## src/clock_strap_pkg.sv

```systemverilog
/*
 * Constants for the platform clock strap block: register offsets, field
 * positions, reset values, ratio codes and frequency limits.
 * Assumes a 32-bit AXI4-Lite register bus and one clock domain.
 */
// Functional notes
// - platform clock is system input clock times ratio from four straps
// - codes 0010..0110 give 2..6, 1000 gives 8, 1001 gives 9, others reserved
// - memory bus clock is half the platform clock
// - local bus clocks are platform clock divided by programmed divider, with dividers below 2 used as 2
// - weak strap pull-ups are enabled only while held in reset
package clock_strap_pkg;
    // register byte offsets
    localparam logic [7:0] strap_status_off = 8'h00;
    localparam logic [7:0] clock_ctrl_off   = 8'h04;
    localparam logic [7:0] freq_status_off  = 8'h08;

    // strap status fields
    localparam int ss_ratio_straps_pos = 0;   // [3:0]
    localparam int ss_ratio_pos        = 4;   // [7:4]
    localparam int ss_ratio_valid_pos  = 8;
    localparam int ss_freq_strap_pos   = 9;
    localparam int ss_dram_type_pos    = 10;  // [11:10]
    localparam int ss_captured_pos     = 12;

    // clock control fields
    localparam int cc_divider_pos = 0;        // [4:0]
    localparam int divider_w      = 5;
    localparam logic [4:0] divider_rst = 5'h08;
    localparam logic [4:0] divider_min = 5'h02;

    // frequency status fields
    localparam int fs_plat_mhz_pos   = 0;     // [15:0]
    localparam int fs_band_bad_pos   = 16;
    localparam int fs_mem_bad_pos    = 17;
    localparam int fs_lbus_bad_pos   = 18;

    // ratio strap codes
    localparam logic [3:0] code_r2 = 4'h2;
    localparam logic [3:0] code_r3 = 4'h3;
    localparam logic [3:0] code_r4 = 4'h4;
    localparam logic [3:0] code_r5 = 4'h5;
    localparam logic [3:0] code_r6 = 4'h6;
    localparam logic [3:0] code_r8 = 4'h8;
    localparam logic [3:0] code_r9 = 4'h9;

    // frequency limits in MHz
    localparam logic [15:0] plat_gap_lo_mhz = 16'h0190;  // 400
    localparam logic [15:0] plat_gap_hi_mhz = 16'h01f4;  // 500
    localparam logic [15:0] mem_min_mhz     = 16'h00c8;  // 200
    localparam logic [15:0] mem_max_mhz     = 16'h012c;  // 300
    localparam logic [15:0] lbus_min_mhz    = 16'h0019;  // 25
    localparam logic [15:0] lbus_max_mhz    = 16'h0085;  // 133

    // axi responses
    localparam logic [1:0] resp_okay   = 2'h0;
    localparam logic [1:0] resp_slverr = 2'h2;
endpackage : clock_strap_pkg

```

## src/platform_clock_strap_config.sv

```systemverilog
/*
 * Platform clock strap capture, ratio decode, memory bus and local bus
 * clock generation, range checks, and an AXI4-Lite register slave.
 * Assumes mclk stands in for the platform clock, all inputs synchronous
 * to mclk, and straps stable while hard_reset is high.
 */
`timescale 1ns/1ps
`default_nettype none
module platform_clock_strap_config #(
    parameter logic [7:0] sys_clk_mhz = 8'h64  // 100 mhz system input clock
) (
    // clock and reset
    input  wire logic        mclk,
    input  wire logic        rst,
    // board straps and hard reset
    input  wire logic        hard_reset,
    input  wire logic [3:0]  platform_ratio_straps,
    input  wire logic        platform_freq_strap,
    input  wire logic [1:0]  dram_type_straps,
    // clock and strap outputs
    output logic             strap_pullup_en,
    output logic             mem_bus_clock,
    output logic [2:0]       local_bus_output_clocks,
    output logic [3:0]       platform_ratio,
    output logic             platform_ratio_valid,
    // axi4-lite write
    input  wire logic [7:0]  s_axi_awaddr,
    input  wire logic        s_axi_awvalid,
    output logic             s_axi_awready,
    input  wire logic [31:0] s_axi_wdata,
    input  wire logic [3:0]  s_axi_wstrb,
    input  wire logic        s_axi_wvalid,
    output logic             s_axi_wready,
    output logic [1:0]       s_axi_bresp,
    output logic             s_axi_bvalid,
    input  wire logic        s_axi_bready,
    // axi4-lite read
    input  wire logic [7:0]  s_axi_araddr,
    input  wire logic        s_axi_arvalid,
    output logic             s_axi_arready,
    output logic [31:0]      s_axi_rdata,
    output logic [1:0]       s_axi_rresp,
    output logic             s_axi_rvalid,
    input  wire logic        s_axi_rready
);
    // strap capture state
    logic       hr_prev_q,   hr_prev_d;
    logic       pullup_q,    pullup_d;
    logic [3:0] straps_q,    straps_d;
    logic [3:0] ratio_q,     ratio_d;
    logic       valid_q,     valid_d;
    logic       fstrap_q,    fstrap_d;
    logic [1:0] dram_q,      dram_d;
    logic       captured_q,  captured_d;
    // clock generation state
    logic [4:0] divider_q,   divider_d;
    logic [4:0] lb_cnt_q,    lb_cnt_d;
    logic       mem_clk_q,   mem_clk_d;
    logic [2:0] lb_clk_q,    lb_clk_d;
    logic [4:0] div_eff;
    // frequency checks
    logic [15:0] plat_mhz;
    logic [15:0] mem_mhz;
    logic [15:0] div_wide;
    logic        band_bad;
    logic        mem_bad;
    logic        lbus_bad;
    // bus state
    logic        awready_q,  awready_d;
    logic        wready_q,   wready_d;
    logic        bvalid_q,   bvalid_d;
    logic [1:0]  bresp_q,    bresp_d;
    logic        arready_q,  arready_d;
    logic        rvalid_q,   rvalid_d;
    logic [1:0]  rresp_q,    rresp_d;
    logic [31:0] rdata_q,    rdata_d;
    logic [31:0] rd_word;
    logic        rd_hit;

    // decode straps into ratio and capture at hard reset release
    always_comb begin
        hr_prev_d  = hard_reset;
        pullup_d   = hard_reset;
        straps_d   = straps_q;
        ratio_d    = ratio_q;
        valid_d    = valid_q;
        fstrap_d   = fstrap_q;
        dram_d     = dram_q;
        captured_d = captured_q;
        if (hard_reset) begin
            captured_d = 1'b0;
        end else if (hr_prev_q) begin
            straps_d   = platform_ratio_straps;
            fstrap_d   = platform_freq_strap;
            dram_d     = dram_type_straps;
            captured_d = 1'b1;
            valid_d    = 1'b1;
            case (platform_ratio_straps)
                clock_strap_pkg::code_r2: ratio_d = 4'h2;
                clock_strap_pkg::code_r3: ratio_d = 4'h3;
                clock_strap_pkg::code_r4: ratio_d = 4'h4;
                clock_strap_pkg::code_r5: ratio_d = 4'h5;
                clock_strap_pkg::code_r6: ratio_d = 4'h6;
                clock_strap_pkg::code_r8: ratio_d = 4'h8;
                clock_strap_pkg::code_r9: ratio_d = 4'h9;
                default: begin
                    ratio_d = 4'h0;
                    valid_d = 1'b0;
                end
            endcase
        end
    end

    always_ff @(posedge mclk or posedge rst) begin
        if (rst) begin
            hr_prev_q  <= 1'b1;
            pullup_q   <= 1'b1;
            straps_q   <= 4'h0;
            ratio_q    <= 4'h0;
            valid_q    <= 1'b0;
            fstrap_q   <= 1'b0;
            dram_q     <= 2'h0;
            captured_q <= 1'b0;
        end else begin
            hr_prev_q  <= hr_prev_d;
            pullup_q   <= pullup_d;
            straps_q   <= straps_d;
            ratio_q    <= ratio_d;
            valid_q    <= valid_d;
            fstrap_q   <= fstrap_d;
            dram_q     <= dram_d;
            captured_q <= captured_d;
        end
    end

    // platform, memory and local bus frequency checks
    assign plat_mhz = 16'(sys_clk_mhz) * 16'(ratio_q);
    assign mem_mhz  = plat_mhz >> 1;
    assign div_wide = 16'(div_eff);
    assign band_bad = (plat_mhz > clock_strap_pkg::plat_gap_lo_mhz)
                   && (plat_mhz < clock_strap_pkg::plat_gap_hi_mhz);
    assign mem_bad  = (mem_mhz < clock_strap_pkg::mem_min_mhz)
                   || (mem_mhz > clock_strap_pkg::mem_max_mhz);
    assign lbus_bad = (plat_mhz < 16'(clock_strap_pkg::lbus_min_mhz * div_wide))
                   || (plat_mhz > 16'(clock_strap_pkg::lbus_max_mhz * div_wide));
    assign div_eff  = (divider_q < clock_strap_pkg::divider_min)
                    ? clock_strap_pkg::divider_min : divider_q;

    // memory bus clock and divided local bus clocks, idle in hard reset
    always_comb begin
        mem_clk_d = 1'b0;
        lb_cnt_d  = 5'h00;
        lb_clk_d  = 3'h0;
        if (!hard_reset && captured_q) begin
            mem_clk_d = ~mem_clk_q;
            lb_cnt_d  = (lb_cnt_q >= div_eff - 5'h01) ? 5'h00 : lb_cnt_q + 5'h01;
            lb_clk_d  = {3{lb_cnt_d < (div_eff >> 1)}};
        end
    end

    always_ff @(posedge mclk or posedge rst) begin
        if (rst) begin
            mem_clk_q <= 1'b0;
            lb_cnt_q  <= 5'h00;
            lb_clk_q  <= 3'h0;
        end else begin
            mem_clk_q <= mem_clk_d;
            lb_cnt_q  <= lb_cnt_d;
            lb_clk_q  <= lb_clk_d;
        end
    end

    // read word mux
    always_comb begin
        rd_word = 32'h0000_0000;
        rd_hit  = 1'b1;
        if (s_axi_araddr == clock_strap_pkg::strap_status_off) begin
            rd_word[clock_strap_pkg::ss_ratio_straps_pos +: 4] = straps_q;
            rd_word[clock_strap_pkg::ss_ratio_pos +: 4]        = ratio_q;
            rd_word[clock_strap_pkg::ss_ratio_valid_pos]       = valid_q;
            rd_word[clock_strap_pkg::ss_freq_strap_pos]        = fstrap_q;
            rd_word[clock_strap_pkg::ss_dram_type_pos +: 2]    = dram_q;
            rd_word[clock_strap_pkg::ss_captured_pos]          = captured_q;
        end else if (s_axi_araddr == clock_strap_pkg::clock_ctrl_off) begin
            rd_word[clock_strap_pkg::cc_divider_pos +: clock_strap_pkg::divider_w] = divider_q;
        end else if (s_axi_araddr == clock_strap_pkg::freq_status_off) begin
            rd_word[clock_strap_pkg::fs_plat_mhz_pos +: 16] = plat_mhz;
            rd_word[clock_strap_pkg::fs_band_bad_pos]       = band_bad;
            rd_word[clock_strap_pkg::fs_mem_bad_pos]        = mem_bad;
            rd_word[clock_strap_pkg::fs_lbus_bad_pos]       = lbus_bad;
        end else begin
            rd_hit = 1'b0;
        end
    end

    // axi4-lite slave: take address and data together, answer next cycle
    always_comb begin
        awready_d = 1'b0;
        wready_d  = 1'b0;
        bvalid_d  = bvalid_q;
        bresp_d   = bresp_q;
        arready_d = 1'b0;
        rvalid_d  = rvalid_q;
        rresp_d   = rresp_q;
        rdata_d   = rdata_q;
        divider_d = divider_q;
        if (bvalid_q && s_axi_bready) begin
            bvalid_d = 1'b0;
        end
        if (awready_q) begin
            bvalid_d = 1'b1;
        end else if (s_axi_awvalid && s_axi_wvalid && !bvalid_q) begin
            awready_d = 1'b1;
            wready_d  = 1'b1;
            bresp_d   = clock_strap_pkg::resp_okay;
            if (s_axi_awaddr == clock_strap_pkg::clock_ctrl_off) begin
                if (s_axi_wstrb[0]) begin
                    divider_d = s_axi_wdata[clock_strap_pkg::cc_divider_pos +:
                                            clock_strap_pkg::divider_w];
                end
            end else if (s_axi_awaddr != clock_strap_pkg::strap_status_off
                      && s_axi_awaddr != clock_strap_pkg::freq_status_off) begin
                bresp_d = clock_strap_pkg::resp_slverr;
            end
        end
        if (rvalid_q && s_axi_rready) begin
            rvalid_d = 1'b0;
        end
        if (arready_q) begin
            rvalid_d = 1'b1;
        end else if (s_axi_arvalid && !rvalid_q) begin
            arready_d = 1'b1;
            rdata_d   = rd_word;
            rresp_d   = rd_hit ? clock_strap_pkg::resp_okay : clock_strap_pkg::resp_slverr;
        end
    end

    always_ff @(posedge mclk or posedge rst) begin
        if (rst) begin
            awready_q <= 1'b0;
            wready_q  <= 1'b0;
            bvalid_q  <= 1'b0;
            bresp_q   <= 2'h0;
            arready_q <= 1'b0;
            rvalid_q  <= 1'b0;
            rresp_q   <= 2'h0;
            rdata_q   <= 32'h0000_0000;
            divider_q <= clock_strap_pkg::divider_rst;
        end else begin
            awready_q <= awready_d;
            wready_q  <= wready_d;
            bvalid_q  <= bvalid_d;
            bresp_q   <= bresp_d;
            arready_q <= arready_d;
            rvalid_q  <= rvalid_d;
            rresp_q   <= rresp_d;
            rdata_q   <= rdata_d;
            divider_q <= divider_d;
        end
    end

    // outputs straight from flops
    assign strap_pullup_en         = pullup_q;
    assign mem_bus_clock           = mem_clk_q;
    assign local_bus_output_clocks = lb_clk_q;
    assign platform_ratio          = ratio_q;
    assign platform_ratio_valid    = valid_q;
    assign s_axi_awready           = awready_q;
    assign s_axi_wready            = wready_q;
    assign s_axi_bvalid            = bvalid_q;
    assign s_axi_bresp             = bresp_q;
    assign s_axi_arready           = arready_q;
    assign s_axi_rvalid            = rvalid_q;
    assign s_axi_rresp             = rresp_q;
    assign s_axi_rdata             = rdata_q;
endmodule : platform_clock_strap_config
`default_nettype wire

```

## config.mk

```make
export PLATFORM = sky130hd
export DESIGN_NAME = platform_clock_strap_config
export DESIGN_NICKNAME = d
export VERILOG_FILES = /design/src/clock_strap_pkg.sv /design/src/platform_clock_strap_config.sv
export SDC_FILE = /design/constraint.sdc
export NUM_CORES = 1
export LEC_CHECK = 0
export ABC_AREA = 1
export BUFFER_PORTS_ARGS = -buffer_cell sky130_fd_sc_hd__buf_2
export CAP_MARGIN = 20
export CORE_MARGIN = 2
export CORE_UTILIZATION = 46
export CTS_BUF_LIST = sky130_fd_sc_hd__clkbuf_2 sky130_fd_sc_hd__clkbuf_4 sky130_fd_sc_hd__clkbuf_8
export DETAILED_ROUTE_END_ITERATION = 12
export GPL_ROUTABILITY_DRIVEN = 0
export PLACE_DENSITY = 0.76
export SLEW_MARGIN = 30
export SYNTH_ARGS = -nofsm -noshare
export SYNTH_HDL_FRONTEND = slang
export SYNTH_SLANG_ARGS = --single-unit
```

## constraint.sdc

```tcl
create_clock -name mclk -period 3.7 [get_ports mclk]
set_input_delay 0.185 -clock mclk [delete_from_list [all_inputs] [get_ports mclk]]
set_output_delay 0.185 -clock mclk [all_outputs]
set_load 0.02 [all_outputs]
```

==> out/qor.yml, run 1 <==
finish:
  drive_gt1_share_pct: 22.4
  utilization_pct: 55.6
  fin_area_um2: 4590
  antennaDiodeCount: 0
  finalNetCount: 696
  area_growth_pct: 16.7
  finalNonFillerCells: 668
logic_synthesis:
  synthCells: 484
  async_flop_share_pct: 100
  synth-main-ff-cell: "dfrtp_1"
  yosysSeqAreaShare_pct: 30.6
  syn_area_um2: 3930
  yosysTopAreaCellShare_pct: 29.3
  avgSynthCellArea_um2: 8.13
  synth.most_common_cell: "nand2_1"
  synth_edf_count: 0
  ys_ff_latch: 48
  synthTopCellsByCount: "nand2_1 (87), inv_1 (71), ha_1 (65)"
  synth_area_leaders: "dfrtp_1 (29%), ha_1 (21%), nand2_1 (8.3%), inv_1 (6.8%), buf_4 (4.0%)"
  ys_warn_count: 0
  yosysUniqueCellTypes: 43
  synth_top_area_cell: "dfrtp_1"
floorplan:
  start_util_pct: 47.6
  core_um2: 8260
  rows: 33
  die_h_um: 96.5
  io_pins: 118
  die_area_um2: 9310
  die_width_um: 96.5
timing:
  maxSlewHeadroom_pct: 61.5
  holdWs_ns: 0.0706
  worst_pin_slew_ns: 0.578
  finalSetupViolCount: 0
  period_share_pct: 95.9
  fin_skew_ns: 0.00664
  timing.setup.tns_ns: 0
  fmax_mhz: 282
  post-route-min-period_ns: 3.55
  setup_ws_ns: 0.154
  drv_slew: 0
  hold_viol_final: 0
grt:
  grt_usage_pct: 20.8
  overflow: 0
  first_global_vias: 3457
  grt_antenna_before_repair: 0
  grt_max_degree: 49
  grt_pass1_wl_um: 15300
min_path:
  hold_start: "s_axi_rready"
  hp-class: "input pin to flop"
pwr:
  pwr-share-seq_pct: 43.8
  power_mw: 1.35
  power_density_nw_per_um2: 295
  power_switching_share_pct: 35.8
  pwr-share-comb_pct: 31.3
  power.switching_uw: 485
  p_clk_share_pct: 25.0
  leakage_nw: 2.52
  p_int_uw: 868
  peakVddDrop_uv: 273
placed_design:
  numPortBuffers: 69
  dp_cells: 657
  pre_cts_slack_ns: 0.00823
  place_area_um2: 4360
  place_hpwl_um: 7190
drt:
  drt_wl_total_um: 9040
  vias: 3474
  antenna_left: 0
  viasPerCell: 5.20
  wl_per_cell_um: 13.5
  drc: 0
  drt_iter0_markers: 159
  drt_first_pass_iters: 4
worst_setup_path:
  crit_required_ns: 3.95
  cp-start-kind: "flop"
  criticalPathCategory: "flop to flop"
  arrival_ns: 3.80
  critical_path.startpoint: "divider_q[3]"
  cp_max_fo: 4
  r2r_cells: 23
  worst_setup_path_end_kind: "flop"
  r2r_setup_slack_ns: 0.15
  crit_path_end: "s_axi_rdata[18]"
  r2r_end: "s_axi_rdata[18]"
  r2r_start: "divider_q[3]"
status:
  status: "finished clean"
clock_tree:
  clockBufferDepth: 2
  cts-root-buf: "clkbuf_8"
  path_clk_slew_ns: 0.09
  h-tree-depth: 2
  cts_sinks: 48
  clkLatencyLatePin_ns: 0.30
  cts_buffers: 5
  cts_tree: "yes"
run:
  maxCapViolations: 0
==> flip-flops by register name (all words and copies together) (netlist names) <==
name	count
straps_q	4
s_axi_rresp	1
dram_q	2
captured_q	1
fstrap_q	1
local_bus_output_clocks	1
s_axi_bresp	1
s_axi_rvalid	1
divider_q	5
mem_bus_clock	1
strap_pullup_en	1
lb_cnt_q	5
s_axi_wready	1
platform_ratio	4
platform_ratio_valid	1
s_axi_bvalid	1
s_axi_arready	1
s_axi_rdata	16
==> worst min-delay path by stage <==
stage | endpoint | slack (ns) | depth (start not counted)
after global placement | strap_pullup_en | 0.30 | 1
after CTS | dram_q[1] | 0.07 | 3
final | s_axi_rvalid | 0.07 | 2
after detailed placement | s_axi_bresp[1] | 0.30 | 2
after global routing | s_axi_rvalid | 0.08 | 2
after floorplan | strap_pullup_en | 0.19 | 0
==> kinds of logic after synthesis <==
kind of cell             synth area share, %
adder cells (fa/ha/maj)                 21.7
buffers and inverters                   12.3
other                                 0.0953
XOR/XNOR                                4.42
AO/OA/AOI/OAI                           11.8
AND/OR/NAND/NOR                         19.1
flip-flops                              30.6
==> power groups by stage <==
stage | registers [mW] | logic [mW] | clock network [mW]
floorplan | 0.636 | 0.265 | 0
detailed placement | 0.602 | 0.408 | 0
global route | 0.598 | 0.480 | 0.364
CTS | 0.592 | 0.414 | 0.346
finish | 0.592 | 0.423 | 0.338
global placement | 0.601 | 0.394 | 0
==> final cells by class <==
class | count | area, µm²
fillers | 776 | 3670
multi-input cells | 348 | 2410
flip-flops and latches | 48 | 1200
repair buffers | 82 | 448
inverters | 77 | 300
well taps | 105 | 131
clock buffers | 6 | 82.6
clock inverters | 2 | 13.8
==> routing by layer <==
metal / share of wire (%) / global-route usage, %
met3: 3.9 / 2.02
met4: 2.0 / 7.04
met2: 52 / 38.3
met5: 0 / 0
met1: 42 / 25.3
==> placed cells by master, fill, tap and decap left out, types with 17 or more instances in the layout <==
master / Yosys / layout
ha_1: 65 / 59
o21ai_0: 26 / 25
nand3_1: 17 / 17
buf_2: 1 / 69
nor2_1: 31 / 29
conb_1: 1 / 18
nand2_1: 87 / 87
dfrtp_1: 46 / 46
inv_1: 71 / 69
a21oi_1: 29 / 24
==> repair_timing <==
action,4_1_cts,5_1_grt
gates resized for setup,1,18
buffers inserted,0,1
hold endpoints to repair,47,0
setup endpoints to repair,1,1
hold buffers,2,0
pin swaps,0,6
==> critical path: stages (launching register included) <==
cell and delay (ns):
dfstp_2 0.54, inv_1 0.05, ha_1 0.23, nand3_2 0.11, inv_2 0.06, nor2_2 0.10, buf_4 0.15, ha_1 0.26
ha_4 0.29, nand2_1 0.06, nor2_2 0.15, a21oi_2 0.09, nor2_1 0.14, xor2_1 0.25, ha_1 0.29, nand2_1 0.10
nor2_1 0.05, nand4_1 0.08, nand3_1 0.07, a21oi_1 0.15, nand2_1 0.09, nand2_1 0.08, nand2_1 0.05, nand2_1 0.06
(Power assumes the default switching activity.)
==> run 2, diff against run 1 <==
- CORE_UTILIZATION: 46 -> 49
- PLACE_DENSITY: 0.76 -> 0.81
==> run 2 against run 1 <==
  * The flow now finishes with violations (negative hold slack)
  * Worst setup slack got worse by 0.037 ns
  * Clock power about the same
  * Cell count decreased by 0.45%
  * Sequential share of layout area increased by 0.25 points
  * Total power decreased by 0.66%
  * Sequential cell count unchanged
  * Core utilization increased by 2.9 points
  * Sequential power increased by 0.7%
  * Count of clock-buffer cells in the layout unchanged
  * Fmax decreased by 1.0%
  * Largest cell class unchanged
==> out/qor.yml, run 2 (same netlist as run 1, synthesis figures left out) <==
placed_design:
  numPortBuffers: 69
  dp_cells: 653
  pre_cts_slack_ns: -0.0316
  place_area_um2: 4350
  place_hpwl_um: 7240
floorplan:
  rows: 32
  start_util_pct: 50.6
  io_pins: 118
  die_h_um: 93.6
  die_width_um: 93.6
  core_um2: 7770
  die_area_um2: 8760
drt:
  wl_per_cell_um: 14.0
  antenna_left: 0
  drt_iter0_markers: 193
  viasPerCell: 5.28
  vias: 3510
  drt_first_pass_iters: 5
  drt_wl_total_um: 9290
  drc: 0
grt:
  grt_max_degree: 49
  overflow: 0
  grt_usage_pct: 21.3
  grt_pass1_wl_um: 15000
  grt_antenna_before_repair: 0
  first_global_vias: 3338
clock_tree:
  cts_tree: "yes"
  h-tree-depth: 2
  cts-root-buf: "clkbuf_8"
  clkLatencyLatePin_ns: 0.31
  cts_buffers: 5
  path_clk_slew_ns: 0.09
  clockBufferDepth: 2
  cts_sinks: 48
timing:
  fin_skew_ns: 0.00903
  holdWs_ns: -0.00526
  finalSetupViolCount: 0
  hold_viol_final: 10
  maxSlewHeadroom_pct: 45.8
  fmax_mhz: 279
  setup_ws_ns: 0.116
  drv_slew: 0
  post-route-min-period_ns: 3.58
  period_share_pct: 96.9
  worst_pin_slew_ns: 0.812
pwr:
  peakVddDrop_uv: 196
  power_density_nw_per_um2: 296
  leakage_nw: 2.53
finish:
  largest_reg_flops: 16
  finalNonFillerCells: 665
  fin_area_um2: 4550
  area_growth_pct: 15.6
  final_cell_mix: "nand2_1 (87), inv_1 (69), buf_2 (69)"
  antennaDiodeCount: 0
  drive_gt1_share_pct: 21.8
  finalNetCount: 696
  final_common_cell: "nand2_1"
  utilization_pct: 58.5
worst_setup_path:
  crit_required_ns: 3.95
  worst_setup_path_end_kind: "flop"
  arrival_ns: 3.83
  cp_max_fo: 3
  criticalPathCategory: "flop to flop"
  cp-start-kind: "flop"
  r2r_cells: 20
status:
  violations: "negative hold slack"
  status: "finished with violations"
min_path:
  hp-class: "input pin to asynchronous set/reset pin"
run:
  maxCapViolations: 0
## run 2: cell count changes in the layout (fill, tap and decap cells not counted), moves of 2 or more
cell,change
ha_1,+2
ha_4,-2
inv_2,+2
inv_4,-2
o21ai_1,+2
## run 2: per-layer routing
metal	track usage [%]	vias to the layer above	share of wire [%]	routed length, µm
met1	27.8	1646	43	3960
met5	0	-	0	0
met3	2.34	18	5.3	496
li1	-	1717	-	-
met2	36.7	129	50	4660
met4	7.61	0	1.9	174
## run 2: timing repair
action / 4_1_cts / 5_1_grt
setup buffers: 0 / 3
endpoints found under the setup margin: 1 / 2
pin swaps: 0 / 3
gates resized for setup: 2 / 13
hold buffers: 1 / 0
hold endpoints to repair: 1 / 0
## run 2: final cells by class
type                            count  area [µm²]
Multi-Input combinational cell    348        2380
Clock buffer                        6        82.6
Clock inverter                      2        13.8
Fill cell                         676        3220
Timing Repair Buffer               82         445
Sequential cell                    48        1200
Inverter                           77         293
Tap cell                          102         128
## run 2: through the flow
step,setup TNS (ns),total power [mW]
3_5_place_dp,-0.0316,1.00
2_1_floorplan,0,0.901
6_report,0,1.34
4_1_cts,0,1.34
3_3_place_gp,0,0.987
5_1_grt,-0.118,1.43
## run 2: path summary, 6_finish.rpt
| kind | slack (ns) | from | to |
|---|---|---|---|
| min in group mclk | 0.05 | s_axi_rready | s_axi_rvalid |
| max in group asynchronous | 3.21 | rst | s_axi_rdata[5] |
| max | 0.12 | divider_q[3] | s_axi_rdata[18] |
| min reg2reg | 0.42 | mem_bus_clock | mem_bus_clock |
| max reg2reg | 0.12 | divider_q[3] | s_axi_rdata[18] |
| min | -0.005 | rst | local_bus_output_clocks[1] |
## run 2: report_power, final
group | switching (mW) | internal, mW | leakage [nW]
Combinational | 0.267 | 0.144 | 1.85
Clock | 0.184 | 0.153 | 0.0516
Sequential | 0.0315 | 0.565 | 0.625
## run 2: critical path, cell delays in order (launching register included)
cell and delay, ns:
dfstp_2 0.53, inv_1 0.05, ha_1 0.22, inv_1 0.12, o21bai_4 0.10, inv_2 0.08
ha_1 0.23, ha_1 0.34, fa_2 0.42, a21oi_2 0.15, nor2_1 0.05, nor2_1 0.11
xor2_1 0.16, ha_1 0.27, a21oi_1 0.20, o211ai_1 0.13, a21oi_1 0.12, nand2_1 0.06
nand2_1 0.07, nand2_1 0.05, nand2_1 0.06
